**config.mk**
```make
export PLATFORM = sky130hd
export DESIGN_NAME = mcd_top
export DESIGN_NICKNAME = d
export VERILOG_FILES = /design/src/mcd_pkg.sv /design/src/mcd_clk_div.sv /design/src/mcd_top.sv
export SDC_FILE = /design/constraint.sdc
export NUM_CORES = 1
export LEC_CHECK = 0
export ABC_AREA = 1
export BUFFER_PORTS_ARGS = -buffer_cell sky130_fd_sc_hd__buf_2
export CELL_PAD_IN_SITES_DETAIL_PLACEMENT = 0
export CELL_PAD_IN_SITES_GLOBAL_PLACEMENT = 1
export CORE_UTILIZATION = 35
export DETAILED_ROUTE_END_ITERATION = 8
export PLACE_DENSITY = 0.89
export SLEW_MARGIN = 25
export SYNTH_ARGS = -nofsm -noshare
export SYNTH_HDL_FRONTEND = slang
export SYNTH_SLANG_ARGS = --single-unit
export TNS_END_PERCENT = 30
```
**constraint.sdc**
```tcl
create_clock -name clk -period 2.85 [get_ports clk]
set_input_delay 0.57 -clock clk [delete_from_list [all_inputs] [get_ports clk]]
set_output_delay 0.57 -clock clk [all_outputs]
set_load 0.01 [all_outputs]
```
**src/mcd_pkg.sv**
```systemverilog
// constants shared by the modem configuration block and its clock divider
// assumes a 100 MHz clk and an AXI4-Lite master with 12-bit byte addresses
package mcd_pkg;
	// ----------------------------------------------------------------
	// bus
	// ----------------------------------------------------------------
	localparam int         ADDR_W      = 12;
	localparam int         DATA_W      = 32;
	localparam logic [1:0] RESP_OKAY   = 2'h0;
	localparam logic [1:0] RESP_SLVERR = 2'h2;

	// ----------------------------------------------------------------
	// register indices (byte address is four times the index)
	// ----------------------------------------------------------------
	localparam logic [9:0] CKD_IDX  = 10'h044;
	localparam logic [9:0] MC0_IDX  = 10'h046;
	localparam logic [9:0] STAT_IDX = 10'h049;

	// ----------------------------------------------------------------
	// fields and reset values
	// ----------------------------------------------------------------
	localparam logic [7:0] MC0_RST  = 8'h45;
	localparam logic [4:0] CKD_RST  = 5'h00;
	localparam int         ZC_LSB   = 6;
	localparam int         ZC_MSB   = 7;
	localparam int         AVG_BIT  = 5;
	localparam int         PRE_LSB  = 1;
	localparam int         PRE_MSB  = 4;
	localparam int         FILT_BIT = 0;
	localparam logic [1:0] ZC_RSVD  = 2'h0;
	localparam logic [1:0] ZC_MAX   = 2'h3;
	localparam int         ST_LOCK  = 8;
	localparam int         ST_TXB   = 9;
	localparam int         ST_CLK   = 10;

	// ----------------------------------------------------------------
	// divider and preamble counts
	// ----------------------------------------------------------------
	localparam logic [4:0] CKD_TOP   = 5'h1f;
	localparam logic [5:0] DIV_BASE  = 6'h20;
	localparam logic [5:0] DIV_MIN   = 6'h02;
	localparam logic [5:0] PRE_EXTRA = 6'h02;

	typedef enum logic {
		TX_IDLE = 1'b0,
		TX_PRE  = 1'b1
	} mcd_tx_e;
endpackage : mcd_pkg

```
**src/mcd_clk_div.sv**
```systemverilog
// programmable clock-out divider, output toggles on clk edges only
// assumes div_sel comes from a register on the same clock
`timescale 1ns/1ps
module mcd_clk_div
	import mcd_pkg::*;
(
	input  wire logic       clk,
	input  wire logic       rst,
	input  wire logic [4:0] div_sel,
	output logic            clk_out
);
	function automatic logic [5:0] div_of(input logic [4:0] s);
		div_of = (s == CKD_TOP) ? DIV_MIN : DIV_BASE - {1'b0, s};
	endfunction : div_of

	logic [5:0] n_reg;
	logic [5:0] n_next;
	logic [5:0] cnt_reg;
	logic [5:0] cnt_next;
	logic       out_reg;
	logic       out_next;
	logic       wrap;

	// ----------------------------------------------------------------
	// period counter
	// ----------------------------------------------------------------
	// odd factors give high one cycle longer than low
	always_comb
	begin
		wrap     = (cnt_reg == n_reg - 6'h01);
		cnt_next = wrap ? 6'h00 : cnt_reg + 6'h01;
		n_next   = wrap ? div_of(div_sel) : n_reg;
		out_next = (cnt_next < ((n_next + 6'h01) >> 1));
	end

	always_ff @(posedge clk or posedge rst)
	begin
		if (rst)
		begin
			n_reg   <= DIV_BASE;
			cnt_reg <= 6'h00;
			out_reg <= 1'b1;
		end
		else
		begin
			n_reg   <= n_next;
			cnt_reg <= cnt_next;
			out_reg <= out_next;
		end
	end

	assign clk_out = out_reg;

	// ----------------------------------------------------------------
	// checks
	// ----------------------------------------------------------------
	logic [5:0] run_reg;
	always_ff @(posedge clk or posedge rst)
	begin
		if (rst)
			run_reg <= 6'h01;
		else
			run_reg <= (out_next != out_reg) ? 6'h01 : run_reg + 6'h01;
	end

	property p_hi_len;
		@(posedge clk) disable iff (rst)
		$fell(out_reg) |-> $past(run_reg) == ((n_reg + 6'h01) >> 1);
	endproperty
	a_hi_len : assert property (p_hi_len)
		else $error("clock-out high phase has wrong length");

	property p_lo_len;
		@(posedge clk) disable iff (rst)
		$rose(out_reg) && !$past(rst) |->
			$past(run_reg) == ($past(n_reg) >> 1);
	endproperty
	a_lo_len : assert property (p_lo_len)
		else $error("clock-out low phase has wrong length");

	property p_load_edge;
		@(posedge clk) disable iff (rst)
		!$stable(n_reg) |-> $rose(out_reg);
	endproperty
	a_load_edge : assert property (p_load_edge)
		else $error("divide factor changed inside a period");

	property p_top_code;
		@(posedge clk) disable iff (rst)
		div_sel == CKD_TOP && wrap |=> n_reg == DIV_MIN;
	endproperty
	a_top_code : assert property (p_top_code)
		else $error("top setting did not divide by two");
endmodule : mcd_clk_div

```
**src/mcd_top.sv**
```systemverilog
// modem configuration registers, sync search, offset averaging,
// preamble sequencer and clock-out divider behind an AXI4-Lite slave
// assumes symbol and offset strobes come from logic on clk
`timescale 1ns/1ps
module mcd_top
	import mcd_pkg::*;
(
	input  wire logic                      clk,
	input  wire logic                      rst,
	input  wire logic [mcd_pkg::ADDR_W-1:0] s_axi_awaddr,
	input  wire logic                      s_axi_awvalid,
	output logic                           s_axi_awready,
	input  wire logic [mcd_pkg::DATA_W-1:0] s_axi_wdata,
	input  wire logic [3:0]                s_axi_wstrb,
	input  wire logic                      s_axi_wvalid,
	output logic                           s_axi_wready,
	output logic [1:0]                     s_axi_bresp,
	output logic                           s_axi_bvalid,
	input  wire logic                      s_axi_bready,
	input  wire logic [mcd_pkg::ADDR_W-1:0] s_axi_araddr,
	input  wire logic                      s_axi_arvalid,
	output logic                           s_axi_arready,
	output logic [mcd_pkg::DATA_W-1:0]     s_axi_rdata,
	output logic [1:0]                     s_axi_rresp,
	output logic                           s_axi_rvalid,
	input  wire logic                      s_axi_rready,
	input  wire logic                      sym_valid,
	input  wire logic                      sym_zero,
	input  wire logic                      sym_corr_hit,
	input  wire logic                      frame_end,
	input  wire logic                      fo_valid,
	input  wire logic [7:0]                fo_sample,
	output logic                           sync_found,
	output logic                           rx_locked,
	output logic [7:0]                     fo_level,
	input  wire logic                      tx_start,
	output logic                           tx_zero_valid,
	input  wire logic                      tx_zero_ready,
	output logic                           tx_pre_done,
	output logic                           tx_busy,
	output logic                           tx_filter_extra,
	output logic                           clk_out
);
	// ----------------------------------------------------------------
	// bus slave and registers
	// ----------------------------------------------------------------
	logic [9:0]  aw_idx_reg;
	logic [9:0]  aw_idx_next;
	logic        aw_hold_reg;
	logic        aw_hold_next;
	logic [7:0]  w_byte_reg;
	logic [7:0]  w_byte_next;
	logic        w_en_reg;
	logic        w_en_next;
	logic        w_hold_reg;
	logic        w_hold_next;
	logic        bvalid_reg;
	logic        bvalid_next;
	logic [1:0]  bresp_reg;
	logic [1:0]  bresp_next;
	logic        rvalid_reg;
	logic        rvalid_next;
	logic [1:0]  rresp_reg;
	logic [1:0]  rresp_next;
	logic [31:0] rdata_reg;
	logic [31:0] rdata_next;
	logic [7:0]  mc0_reg;
	logic [7:0]  mc0_next;
	logic [4:0]  ckd_reg;
	logic [4:0]  ckd_next;
	logic        wr_go;
	logic [9:0]  ar_idx;
	logic [31:0] stat_word;
	mcd_tx_e     tx_state_reg;

	assign s_axi_awready = !aw_hold_reg && !bvalid_reg;
	assign s_axi_wready  = !w_hold_reg && !bvalid_reg;
	assign s_axi_arready = !rvalid_reg;
	assign wr_go         = aw_hold_reg && w_hold_reg && !bvalid_reg;
	assign ar_idx        = s_axi_araddr[ADDR_W-1:2];

	always_comb
	begin
		stat_word                = 32'h0000_0000;
		stat_word[7:0]           = fo_level;
		stat_word[ST_LOCK]       = rx_locked;
		stat_word[ST_TXB]        = (tx_state_reg == TX_PRE);
		stat_word[ST_CLK]        = clk_out;
	end

	always_comb
	begin
		aw_idx_next  = aw_idx_reg;
		aw_hold_next = aw_hold_reg;
		w_byte_next  = w_byte_reg;
		w_en_next    = w_en_reg;
		w_hold_next  = w_hold_reg;
		bvalid_next  = bvalid_reg;
		bresp_next   = bresp_reg;
		rvalid_next  = rvalid_reg;
		rresp_next   = rresp_reg;
		rdata_next   = rdata_reg;
		mc0_next     = mc0_reg;
		ckd_next     = ckd_reg;
		if (s_axi_awvalid && s_axi_awready)
		begin
			aw_idx_next  = s_axi_awaddr[ADDR_W-1:2];
			aw_hold_next = 1'b1;
		end
		if (s_axi_wvalid && s_axi_wready)
		begin
			w_byte_next = s_axi_wdata[7:0];
			w_en_next   = s_axi_wstrb[0];
			w_hold_next = 1'b1;
		end
		if (wr_go)
		begin
			aw_hold_next = 1'b0;
			w_hold_next  = 1'b0;
			bvalid_next  = 1'b1;
			bresp_next   = RESP_OKAY;
			case (aw_idx_reg)
				MC0_IDX: if (w_en_reg) mc0_next = w_byte_reg;
				CKD_IDX: if (w_en_reg) ckd_next = w_byte_reg[4:0];
				STAT_IDX: ;
				default: bresp_next = RESP_SLVERR;
			endcase
		end
		else if (bvalid_reg && s_axi_bready)
			bvalid_next = 1'b0;
		if (s_axi_arvalid && s_axi_arready)
		begin
			rvalid_next = 1'b1;
			rresp_next  = RESP_OKAY;
			case (ar_idx)
				MC0_IDX:  rdata_next = {24'h00_0000, mc0_reg};
				CKD_IDX:  rdata_next = {27'h000_0000, ckd_reg};
				STAT_IDX: rdata_next = stat_word;
				default:
				begin
					rdata_next = 32'h0000_0000;
					rresp_next = RESP_SLVERR;
				end
			endcase
		end
		else if (rvalid_reg && s_axi_rready)
			rvalid_next = 1'b0;
	end

	always_ff @(posedge clk or posedge rst)
	begin
		if (rst)
		begin
			aw_idx_reg  <= 10'h000;
			aw_hold_reg <= 1'b0;
			w_byte_reg  <= 8'h00;
			w_en_reg    <= 1'b0;
			w_hold_reg  <= 1'b0;
			bvalid_reg  <= 1'b0;
			bresp_reg   <= RESP_OKAY;
			rvalid_reg  <= 1'b0;
			rresp_reg   <= RESP_OKAY;
			rdata_reg   <= 32'h0000_0000;
			mc0_reg     <= MC0_RST;
			ckd_reg     <= CKD_RST;
		end
		else
		begin
			aw_idx_reg  <= aw_idx_next;
			aw_hold_reg <= aw_hold_next;
			w_byte_reg  <= w_byte_next;
			w_en_reg    <= w_en_next;
			w_hold_reg  <= w_hold_next;
			bvalid_reg  <= bvalid_next;
			bresp_reg   <= bresp_next;
			rvalid_reg  <= rvalid_next;
			rresp_reg   <= rresp_next;
			rdata_reg   <= rdata_next;
			mc0_reg     <= mc0_next;
			ckd_reg     <= ckd_next;
		end
	end

	assign s_axi_bvalid = bvalid_reg;
	assign s_axi_bresp  = bresp_reg;
	assign s_axi_rvalid = rvalid_reg;
	assign s_axi_rresp  = rresp_reg;
	assign s_axi_rdata  = rdata_reg;
	assign tx_filter_extra = mc0_reg[FILT_BIT];

	// ----------------------------------------------------------------
	// sync search and offset averaging
	// ----------------------------------------------------------------
	logic [1:0] zc_reg;
	logic [1:0] zc_next;
	logic       corr_reg;
	logic       corr_next;
	logic       sync_reg;
	logic       sync_next;
	logic       lock_reg;
	logic       lock_next;
	logic [7:0] lvl_reg;
	logic [7:0] lvl_next;
	logic [1:0] need;
	logic       avg_mode;
	logic [8:0] diff;
	logic [8:0] step;
	logic [8:0] sum;

	// reserved code 00 is treated like 01 rather than never syncing
	assign need     = (mc0_reg[ZC_MSB:ZC_LSB] == ZC_RSVD) ? 2'h1
		: mc0_reg[ZC_MSB:ZC_LSB];
	assign avg_mode = mc0_reg[AVG_BIT];

	always_comb
	begin
		zc_next   = zc_reg;
		corr_next = corr_reg;
		sync_next = 1'b0;
		lock_next = lock_reg;
		lvl_next  = lvl_reg;
		diff = {fo_sample[7], fo_sample} - {lvl_reg[7], lvl_reg};
		step = {diff[8], diff[8], diff[8:2]};
		sum  = {lvl_reg[7], lvl_reg} + step;
		if (sym_valid && sym_zero)
		begin
			zc_next   = (zc_reg == ZC_MAX) ? zc_reg : zc_reg + 2'h1;
			corr_next = corr_reg || sym_corr_hit;
		end
		else if (sym_valid)
		begin
			sync_next = (zc_reg >= need) && corr_reg;
			zc_next   = 2'h0;
			corr_next = 1'b0;
		end
		if (frame_end)
			lock_next = 1'b0;
		if (sync_next)
			lock_next = 1'b1;
		if (fo_valid && (avg_mode || !lock_reg))
			lvl_next = sum[7:0];
		if (frame_end && !avg_mode)
			lvl_next = 8'h00;
	end

	always_ff @(posedge clk or posedge rst)
	begin
		if (rst)
		begin
			zc_reg   <= 2'h0;
			corr_reg <= 1'b0;
			sync_reg <= 1'b0;
			lock_reg <= 1'b0;
			lvl_reg  <= 8'h00;
		end
		else
		begin
			zc_reg   <= zc_next;
			corr_reg <= corr_next;
			sync_reg <= sync_next;
			lock_reg <= lock_next;
			lvl_reg  <= lvl_next;
		end
	end

	assign sync_found = sync_reg;
	assign rx_locked  = lock_reg;
	assign fo_level   = lvl_reg;

	// ----------------------------------------------------------------
	// transmit preamble sequencer
	// ----------------------------------------------------------------
	mcd_tx_e    tx_state_next;
	logic [5:0] sym_left_reg;
	logic [5:0] sym_left_next;
	logic       done_reg;
	logic       done_next;
	logic [5:0] pre_syms;

	// two zero symbols per preamble byte
	assign pre_syms = ({2'h0, mc0_reg[PRE_MSB:PRE_LSB]} + PRE_EXTRA) << 1;

	always_comb
	begin
		tx_state_next = tx_state_reg;
		sym_left_next = sym_left_reg;
		done_next     = 1'b0;
		case (tx_state_reg)
			TX_IDLE:
				if (tx_start)
				begin
					sym_left_next = pre_syms;
					tx_state_next = TX_PRE;
				end
			TX_PRE:
				if (tx_zero_ready)
				begin
					sym_left_next = sym_left_reg - 6'h01;
					if (sym_left_reg == 6'h01)
					begin
						tx_state_next = TX_IDLE;
						done_next     = 1'b1;
					end
				end
			default: tx_state_next = TX_IDLE;
		endcase
	end

	always_ff @(posedge clk or posedge rst)
	begin
		if (rst)
		begin
			tx_state_reg <= TX_IDLE;
			sym_left_reg <= 6'h00;
			done_reg     <= 1'b0;
		end
		else
		begin
			tx_state_reg <= tx_state_next;
			sym_left_reg <= sym_left_next;
			done_reg     <= done_next;
		end
	end

	assign tx_zero_valid = (tx_state_reg == TX_PRE);
	assign tx_busy       = (tx_state_reg == TX_PRE);
	assign tx_pre_done   = done_reg;

	mcd_clk_div u_div (
		.clk     (clk),
		.rst     (rst),
		.div_sel (ckd_reg),
		.clk_out (clk_out)
	);

	// ----------------------------------------------------------------
	// checks
	// ----------------------------------------------------------------
	logic [5:0] hlp_sent_reg;
	logic [5:0] hlp_len_reg;
	always_ff @(posedge clk or posedge rst)
	begin
		if (rst)
		begin
			hlp_sent_reg <= 6'h00;
			hlp_len_reg  <= 6'h00;
		end
		else if (tx_state_reg == TX_IDLE && tx_start)
		begin
			hlp_sent_reg <= 6'h00;
			hlp_len_reg  <= pre_syms;
		end
		else if (tx_zero_valid && tx_zero_ready)
			hlp_sent_reg <= hlp_sent_reg + 6'h01;
	end

	property p_rst_val;
		@(posedge clk) $fell(rst) |-> mc0_reg == MC0_RST;
	endproperty
	a_rst_val : assert property (p_rst_val)
		else $error("modem control not at reset value");

	property p_filt_wr;
		@(posedge clk) disable iff (rst)
		wr_go && aw_idx_reg == MC0_IDX && w_en_reg |=>
			tx_filter_extra == $past(w_byte_reg[FILT_BIT]);
	endproperty
	a_filt_wr : assert property (p_filt_wr)
		else $error("filter select did not follow write");

	property p_sync_zeros;
		@(posedge clk) disable iff (rst)
		sync_found |-> $past(zc_reg) >= $past(need) && $past(zc_reg) != 2'h0;
	endproperty
	a_sync_zeros : assert property (p_sync_zeros)
		else $error("sync found with too few zeros");

	property p_sync_corr;
		@(posedge clk) disable iff (rst)
		sync_found |-> $past(corr_reg);
	endproperty
	a_sync_corr : assert property (p_sync_corr)
		else $error("sync found without a correlation hit");

	property p_freeze;
		@(posedge clk) disable iff (rst)
		lock_reg && !avg_mode && !frame_end |=> $stable(lvl_reg);
	endproperty
	a_freeze : assert property (p_freeze)
		else $error("level moved while frozen");

	property p_restart;
		@(posedge clk) disable iff (rst)
		frame_end && !avg_mode |=> lvl_reg == 8'h00 ##1
			(!lock_reg || sync_reg || $past(sync_reg));
	endproperty
	a_restart : assert property (p_restart)
		else $error("calibration did not restart after frame");

	property p_cont;
		@(posedge clk) disable iff (rst)
		avg_mode && fo_valid && fo_sample == 8'h40 && lvl_reg == 8'h00
			|=> lvl_reg == 8'h10;
	endproperty
	a_cont : assert property (p_cont)
		else $error("level not updated in continuous mode");

	property p_pre_len;
		@(posedge clk) disable iff (rst)
		tx_pre_done |-> hlp_sent_reg == hlp_len_reg && !tx_zero_valid;
	endproperty
	a_pre_len : assert property (p_pre_len)
		else $error("wrong number of preamble symbols");

	c_sync    : cover property (@(posedge clk) disable iff (rst) sync_found);
	c_tx_done : cover property (@(posedge clk) disable iff (rst) tx_pre_done);
	c_restart : cover property (@(posedge clk) disable iff (rst)
		lock_reg && frame_end && !avg_mode);
	c_slverr  : cover property (@(posedge clk) disable iff (rst)
		s_axi_rvalid && s_axi_rresp == RESP_SLVERR);
endmodule : mcd_top

```
==> impl_metrics.toml <==
[outcome]
outcome = "finished, final reports clean"

[synthesis]
synth-edff-count = 0
synth_area_leader_cell = "dfrtp_1"
syn-cell-area_um2 = 5000
yosysTopAreaCellShare_pct = 39.0
synth_most_common_cell = "nand2_1"
ys_top_cells_by_area = "dfrtp_1 (39%), nand2_1 (9.8%), ha_1 (7.3%)"
synth_top_flop_cell = "dfrtp_1"
synth-seq-cells = 83
yosysUniqueCellTypes = 43
synth-async-reset-ratio_pct = 100
ys_top_cells_by_count = "nand2_1 (130), inv_1 (95), dfrtp_1 (78), nor2_1 (50), o21ai_0 (40)"
ys_seq_area_share_pct = 41.7
synth_cells = 623
yosysWarningCount = 0
syn_avg_cell_area_um2 = 8.03

[timing]
grt_setup_unrepaired = "yes"
slew_violations = 0
relSlewSlack_pct = 59.5
timing.final.crit_period_ps = 2680
fin_skew_ps = 7.03
hold_slack_ps = 273
worst_slew_pin_slew_ps = 606
hold_violations = 0
fin_crit_sh_pct = 94.1
setup_violations = 0
clock.fmax_mhz = 373

[power_and_ir_drop]
powerDensity_nw_per_um2 = 792
ir_worst_vdd_mv = 0.375
p_leak_nw = 3.27

[drt]
avgRoutedWirePerCell_um = 12.2
route.detailed.drc = 0
vias = 4249
drtIter0Drc = 331
first_pass_iters = 4
via_per_inst = 4.62
drtAntennaViolNets = 0
wl_mm = 11.3

[clocking]
clockBufferDepth = 2
h-tree-depth = 3
numCtsBuffers = 9
clock_sinks = 83
clock-root-buffer = "clkbuf_16"
clkLatencyLatePin_ps = 350
path_clk_slew_ps = 60
cts_tree = "done"
hold_buffers = 0

[floorplanning]
io_pins = 138
die_width_um = 122
fp.dieArea_um2 = 14800
start_util_pct = 35.9
rows = 43
core_um2 = 13900
die_y_um = 122

[setup_path]
rr_startpoint = "fo_level[1]"
crit_path_end = "fo_level[5]"
cp_max_fo = 3
cp.arrival_ps = 2900
setup.worst_path.start_class = "flip-flop"
critPathCaptureType = "flip-flop"
reg2reg_to = "fo_level[5]"
rrSetupSlack_ps = 170
startpoint = "fo_level[1]"
cp.required_ps = 3070
crit_type = "reg -> reg"
rr_worst_depth = 17

[final_layout]
antenna_cells = 0
largest_register_ffs = 11
fin_nets = 847
nFillCells = 1399
seqCellArea_um2 = 2080
layout-drive-gt1-share_pct = 23.0
design_area_um2 = 6070
multi_input_area_um2 = 2460
area_growth_pct = 21.5
layoutNonFillerInstCount = 920

[grt]
grt_pass1_vias = 3959
grtUsageTotal_pct = 16.3
antenna_found_initial = 0
grt_max_degree = 39
overflow = 0
grt_pass1_wl_mm = 18.6

[placement]
placed_cells = 901
hpwl_mm = 8.79
gp_congestion = 0.874
place_area_um2 = 5700
io_buffers = 83

[run]
max_cap_viol_count = 0

[worst_hold_path]
min_path_type = "in -> async"
==> stage by stage <==
| step | setup TNS [ps] | utilization [%] | setup slack [ps] | power (W) |
|---|---|---|---|---|
| after floorplan | 0 | - | 151 | 0.00295 |
| after global placement | -114 | 40.9 | -99.1 | 0.00348 |
| after detailed placement | -184 | 40.9 | -125 | 0.00352 |
| after CTS | 0 | 43.1 | 65.4 | 0.00479 |
| after global routing | -51.9 | 43.6 | -38.8 | 0.00519 |
| final | 0 | 43.6 | 167 | 0.00481 |
==> placed cells by master (no fill, tap or decap), types with 23 or more instances in the layout <==
master	netlist	routed
nand3_1	34	33
o21ai_0	40	38
inv_1	95	94
conb_1	1	23
a21oi_1	32	29
buf_4	24	24
ha_1	29	28
nor2_1	50	50
dfrtp_1	78	78
buf_2	0	83
nand2_1	130	129
==> report_power, final <==
group / switching [W] / internal (W) / total [W]
clock network: 0.000502 / 0.000766 / 0.00127
registers: 0.000173 / 0.00145 / 0.00163
logic: 0.00108 / 0.000839 / 0.00191
==> critical path: stages (launching register included) <==
cell and delay [ps]:
dfrtp_1 400, inv_1 80, ha_1 270, nand2_1 80, nand2_1 70, buf_4 140, a21o_1 170, xor2_2 170
inv_1 70, ha_1 270, nand3_1 80, nand3_1 90, nand2_1 100, nand2_1 60, a21oi_1 150, xor2_1 160
nand3b_1 120, o21ai_0 80
==> metal layers <==
layer | vias to the layer above | wire length [um] | global-route usage, %
li1 | 2198 | - | -
met1 | 1958 | 5360 | 21.9
met2 | 76 | 5280 | 25.9
met3 | 17 | 390 | 2.82
met4 | 0 | 219 | 6.25
met5 | - | 0 | 0
==> kinds of logic after synthesis <==
family / after synthesis / synth area share, %
compound gates: 107 / 11.9
fa+ha+maj: 30 / 7.66
buf+inv: 128 / 11.6
xor+xnor: 20 / 3.50
simple gates: 248 / 22.2
mux: 6 / 1.35
other cells: 1 / 0.0750
flops: 83 / 41.7
==> area by class of cell <==
type,count,share of cell area [%]
clock buffer,9,3.71
clock inverter,7,1.50
inverter,99,6.14
multi-input combinational,434,40.5
sequential,83,34.3
tap,180,3.71
timing repair buffer,108,10.1
==> how the worst min path moves through the flow <==
stage | start | to | cells past startpoint
after global placement | s_axi_rdata[0] | s_axi_rdata[0] | 2
after global routing | rst | aw_idx_reg[6] | 2
final | rst | aw_idx_reg[6] | 2
after floorplan | sym_left_reg[3] | tx_pre_done | 1
after CTS | rst | aw_idx_reg[6] | 2
after detailed placement | s_axi_rdata[6] | s_axi_rdata[6] | 2
==> repair_timing <==
action | CTS | global route
endpoints found under the setup margin | 0 | 3
resized for setup | 0 | 11
buffers inserted | 0 | 3
(Power assumes the default switching activity.)
